### src/rtl/pdrs_pkg.sv
/*
 * Shared constants for the power-down and reset sequencer.
 * Assumes one 10 MHz clock and a synchronous active-low reset.
 */
package pdrs_pkg;

    // ==========================================================
    // Sequencer states
    typedef enum logic [1:0] {
        PDRS_RUN   = 2'h0,
        PDRS_PDOWN = 2'h1,
        PDRS_WAKE  = 2'h2
    } pdrs_state_t;

    // ==========================================================
    // Interrupt type served for the wake request
    localparam logic [7:0] PDRS_NMI_TYPE = 8'h02;

    // ==========================================================
    // Reset values of the outputs
    localparam logic PDRS_CLKEN_RST   = 1'h1;
    localparam logic PDRS_RESIND_RST  = 1'h1;
    localparam logic PDRS_ABORT_RST   = 1'h1;
    localparam logic PDRS_NMIREQ_RST  = 1'h0;
    localparam logic PDRS_TMROE_RST   = 1'h0;
    localparam logic PDRS_TMROUT_LVL  = 1'h0;

endpackage : pdrs_pkg

### src/rtl/pdrs_sequencer.sv
/*
 * Power-down and reset sequencer: enters power-down on halt with the
 * enable bit set, leaves on the wake request (after the capacitor delay)
 * or on reset, gates the core clock, latches and serves the wake request.
 * Assumes all inputs synchronous to clk; the capacitor pin is resolved
 * from its output enable outside this module.
 */
`timescale 1ns/1ps

// How it works
// Power-down starts only on a halt while the enable bit is one.
// Power-down ends on the wake request or on the reset input.
// A wake by request waits for the capacitor pin before clocks return.
// A wake by reset skips the capacitor delay entirely.
// Reset aborts the bus cycle at once and reinitialises all state.
// During reset every output is defined and the reset indicator is high.
// The reset indicator stays high while the reset input stays low.
// A wake request pulse is latched so a short pulse is never lost.
// A wake request is served as type 2 once clocks run again.
// Core clocks stay stopped throughout power-down until the exit sequence.
module pdrs_sequencer
(
    // Clock and reset input
    input  wire logic       clk,
    input  wire logic       rst_b,
    // Core control
    input  wire logic       powerdown_enable_bit,
    input  wire logic       haltExec,
    output logic            clockEnable,
    output logic            powerdownActive,
    output logic            busAbort,
    output logic            resetIndicator,
    // Wake request and its service
    input  wire logic       nmiIn,
    input  wire logic       nmiAck,
    output logic            nmiServiceReq,
    output logic [7:0]      nmiType,
    // Capacitor timing pin
    input  wire logic       wakeTimerIn,
    output logic            wakeTimerOut,
    output logic            wakeTimerOe
);

    // ==========================================================
    // Internal state
    pdrs_pkg::pdrs_state_t state_reg;
    pdrs_pkg::pdrs_state_t state_next;
    logic                  nmiLatch_reg;
    logic                  wakeCause;

    assign wakeCause = nmiIn | nmiLatch_reg;

    // ==========================================================
    // Next-state logic
    always_comb
    begin
        state_next = state_reg;
        case (state_reg)
            pdrs_pkg::PDRS_RUN:
            begin
                // halt with enable
                if (haltExec && powerdown_enable_bit)
                    state_next = pdrs_pkg::PDRS_PDOWN;
            end
            pdrs_pkg::PDRS_PDOWN:
            begin
                // wake by request
                if (wakeCause)
                    state_next = pdrs_pkg::PDRS_WAKE;
            end
            pdrs_pkg::PDRS_WAKE:
            begin
                // wait for capacitor
                if (wakeTimerIn)
                    state_next = pdrs_pkg::PDRS_RUN;
            end
            default:
                state_next = pdrs_pkg::PDRS_RUN;
        endcase
    end

    // ==========================================================
    // State register; reset returns straight to run, no delay
    always_ff @(posedge clk)
    begin
        // reset bypasses wake
        if (!rst_b)
            state_reg <= pdrs_pkg::PDRS_RUN;
        else
            state_reg <= state_next;
    end

    // ==========================================================
    // Clock gate and status, registered from the next state
    always_ff @(posedge clk)
    begin
        if (!rst_b)
        begin
            clockEnable     <= pdrs_pkg::PDRS_CLKEN_RST;
            powerdownActive <= 1'h0;
        end
        else
        begin
            // clocks stopped off run
            clockEnable     <= (state_next == pdrs_pkg::PDRS_RUN);
            powerdownActive <= (state_next != pdrs_pkg::PDRS_RUN);
        end
    end

    // ==========================================================
    // Reset indicator and bus abort follow the reset input
    always_ff @(posedge clk)
    begin
        // abort and reinitialise
        // indicator tracks reset
        if (!rst_b)
        begin
            busAbort       <= pdrs_pkg::PDRS_ABORT_RST;
            resetIndicator <= pdrs_pkg::PDRS_RESIND_RST;
        end
        else
        begin
            busAbort       <= 1'h0;
            resetIndicator <= 1'h0;
        end
    end

    // ==========================================================
    // Wake request latch; a new request beats a same-cycle ack
    always_ff @(posedge clk)
    begin
        // latch short pulses
        if (!rst_b)
            nmiLatch_reg <= 1'h0;
        else if (nmiIn)
            nmiLatch_reg <= 1'h1;
        else if (nmiAck)
            nmiLatch_reg <= 1'h0;
    end

    // ==========================================================
    // Service request only while the core clock runs
    always_ff @(posedge clk)
    begin
        // serve type 2
        if (!rst_b)
        begin
            nmiServiceReq <= pdrs_pkg::PDRS_NMIREQ_RST;
            nmiType       <= pdrs_pkg::PDRS_NMI_TYPE;
        end
        else
        begin
            nmiServiceReq <= wakeCause && !nmiAck && (state_next == pdrs_pkg::PDRS_RUN);
            nmiType       <= pdrs_pkg::PDRS_NMI_TYPE;
        end
    end

    // ==========================================================
    // Capacitor pin: held discharged in power-down, released to charge
    // in wake; released in run so reset never waits on it
    always_ff @(posedge clk)
    begin
        // pin defined in reset
        if (!rst_b)
        begin
            wakeTimerOe  <= pdrs_pkg::PDRS_TMROE_RST;
            wakeTimerOut <= pdrs_pkg::PDRS_TMROUT_LVL;
        end
        else
        begin
            wakeTimerOe  <= (state_next == pdrs_pkg::PDRS_PDOWN);
            wakeTimerOut <= pdrs_pkg::PDRS_TMROUT_LVL;
        end
    end
endmodule : pdrs_sequencer

### config.mk
export PLATFORM = sky130hd
export DESIGN_NAME = pdrs_sequencer
export DESIGN_NICKNAME = d
export VERILOG_FILES = /design/src/rtl/pdrs_pkg.sv /design/src/rtl/pdrs_sequencer.sv
export SDC_FILE = /design/constraint.sdc
export NUM_CORES = 1
export LEC_CHECK = 0
export BUFFER_PORTS_ARGS = -buffer_cell sky130_fd_sc_hd__buf_2
export CORE_AREA = 2 2 39 41
export CTS_CLUSTER_SIZE = 40
export DETAILED_ROUTE_END_ITERATION = 10
export DIE_AREA = 0 0 41 43
export HOLD_SLACK_MARGIN = 0.03
export SLEW_MARGIN = 20
export SYNTH_ARGS = -nofsm -noshare
export SYNTH_HDL_FRONTEND = slang
export SYNTH_SLANG_ARGS = --single-unit
### constraint.sdc
create_clock -name clk -period 2.31 [get_ports clk]
set_input_delay 0.231 -clock clk [delete_from_list [all_inputs] [get_ports clk]]
set_output_delay 0.231 -clock clk [all_outputs]
set_load 0.01 [all_outputs]
==> results.md <==
* RSZ-0062 raised after global routing: no
* Area grow syn2layout at 15.6%
* Yosys top cell by area: dfxtp_1
* Combinational Power Share at 12.5%
* Leakage at 0.202 nW
* Critical Path AT at 1.11 ns
* Max Fclk at 1030 MHz
* Setup CP Type: flop to flop
* Net switching power at 0.0683 mW
* Detailed Place HPWL at 417 um
* Clock Skews at 0.00104 ns
* Residual DRC at 0
* Cts hold-fix bufs at 0
* Maximum vdd drop at 0.153 mV
* Starting Density at 25.0%
* Worst Path Max Fanout at 6
* Die ar. at 0.00176 mm2
* Max reg flops at 2
* CTS tree: built
* Post-cts sizing count at 0
* FF+latch count, synth at 8
* I/O pin cnt at 22
* Status: completed
* Ant. Diodes at 0
* I/O Buffers at 12
* Power per cell area at 722 mW/mm2
* Cell count after placement at 64
* Routed via count at 259
* Clk pwr share at 35.4%
* Final Hold Vio Count at 0
* First-pass GRT wire length at 710 um
* Root buffer selected by CTS: clkbuf_4
* CP Capture Type: flop
* Fin crit share at 42.2%
* Post-Syn Area at 345 um2
* Worst hold path class: input port to flop
* Synth Area per Inst at 8.85 um2
* Crit path required time at 2.45 ns
* Startpoint Class: flop
* Post-synth EDFFs at 0
* Top cells by area, synth: dfxtp_1, buf_4, a21oi_1
* Drt first pass iters at 1
* Register area share after synthesis at 46.4%
* Synth cell count leaders: buf_4, dfxtp_1, nor2_1, a21oi_1
* Maxcap violations at 0
* Switch share at 23.7%
* CTS Buf Count at 3
* Share of the synthesized area in the top cell type at 46.4%
* Reg clk slew, reported paths at 0.05 ns
* Max-slew violations at 0
* Cell Int Power at 0.220 mW
* GRT Total Usage at 6.43%
* Part of the power in registers at 52.1%
* R2r setup slk at 1.34 ns
* Ys Warns at 0
* Setup_tns at 0 ns
* Layout cells sized above 1 at 33.3%
* Final RePlAce weighted congestion at 0.603
* Final ANT Viol Nets at 0
* Post-synth cell types at 14
* Non-Filler Instances at 67
* CORE AREA at 0.00138 mm2
* Floorplan row count at 14
* Asr flop ratio synth at 0%
* Main synth FF type: dfxtp_1
* Final hold slack at 0.161 ns
* Worst-Skew Late Latency at 0.24 ns
* Post-CTS setup buffer count at 0
* H-tree depth at 1
* Number of global-route vias before repair at 197
* DRT iter0 DRCs at 0
* Worst reg2reg path depth at 3
* Maximum clock path buffer count at 2
* Post-layout min period at 0.975 ns
* Overflow after GRT at 0
* Initial antenna violation count at 0
* Die W at 41 um
* WL/cell at 7.43 um
* Hold path cells at 2
* Cell with the most instances after synthesis: buf_4
* Final wirelength at 498 um
* Final Total Pwr at 0.288 mW
* Final setup viols at 0
* Syn Inst Count at 39
* Largest net degree at the start of global routing at 7
* Clock tree sinks at 8
* Fin nets at 60
* Die H at 43 um
* Via count normalized by instance count at 3.87
[stage by stage]
stage          instance area [um2]  setup slack (ns)  utilization, %
2_1_floorplan                  372              1.41               -
3_3_place_gp                   377              1.35            27.2
3_5_place_dp                   377              1.32            27.2
4_1_cts                        399              1.32            28.8
5_1_grt                        399              1.21            28.8
6_report                       399              1.34            28.8
[metal layers]
layer	global-route usage, %	wire (um)	vias up
li1	-	-	135
met1	5.47	178	110
met2	10.0	255	14
met3	1.57	64	0
met4	8.00	0	0
met5	0	0	-
[final cells by class]
| type | instances | area, um2 |
|---|---|---|
| fillers | 166 | 985 |
| flip-flops and latches | 8 | 160 |
| multi-input cells | 26 | 129 |
| repair buffers | 12 | 60.1 |
| clock buffers | 3 | 22.5 |
| well taps | 16 | 20.0 |
| inverters | 2 | 7.51 |
[power groups by stage]
| stage | clock network, mW | registers (mW) | logic [mW] |
|---|---|---|---|
| final | 0.102 | 0.150 | 0.0362 |
| after global routing | 0.113 | 0.151 | 0.0414 |
| after CTS | 0.107 | 0.150 | 0.0368 |
| after detailed placement | 0 | 0.153 | 0.0367 |
| after global placement | 0 | 0.153 | 0.0360 |
| after floorplan | 0 | 0.156 | 0.0317 |
[kinds of logic (layout without fill, tap and decap cells)]
logic type,after synthesis,after routing,share of synthesized area (%)
simple gates,12,12,18.8
flops,8,8,46.4
compound gates,5,5,8.70
buf+inv,12,17,23.9
other cells,2,9,2.17
[final timing paths]
kind,from,endpoint
min,nmiAck,nmiServiceReq
max reg2reg,state_reg[0],powerdownActive
min reg2reg,nmiLatch_reg,nmiLatch_reg
max,state_reg[0],powerdownActive
[critical path: stages (launching register included)]
cell and delay, ns:
dfxtp_1 0.34, a211oi_1 0.22, nor2_1 0.11, and2_2 0.20
[placed cells by master, fill, tap and decap left out, types with 2 or more instances in the layout]
cell	synthesis	final
nand2_1	2	2
nor2_1	4	4
clkbuf_4	0	3
buf_2	0	12
inv_1	2	2
nor3_1	2	2
a21oi_1	3	3
conb_1	2	9
dfxtp_1	8	8
Note: power is estimated with default switching activity, not from simulation.
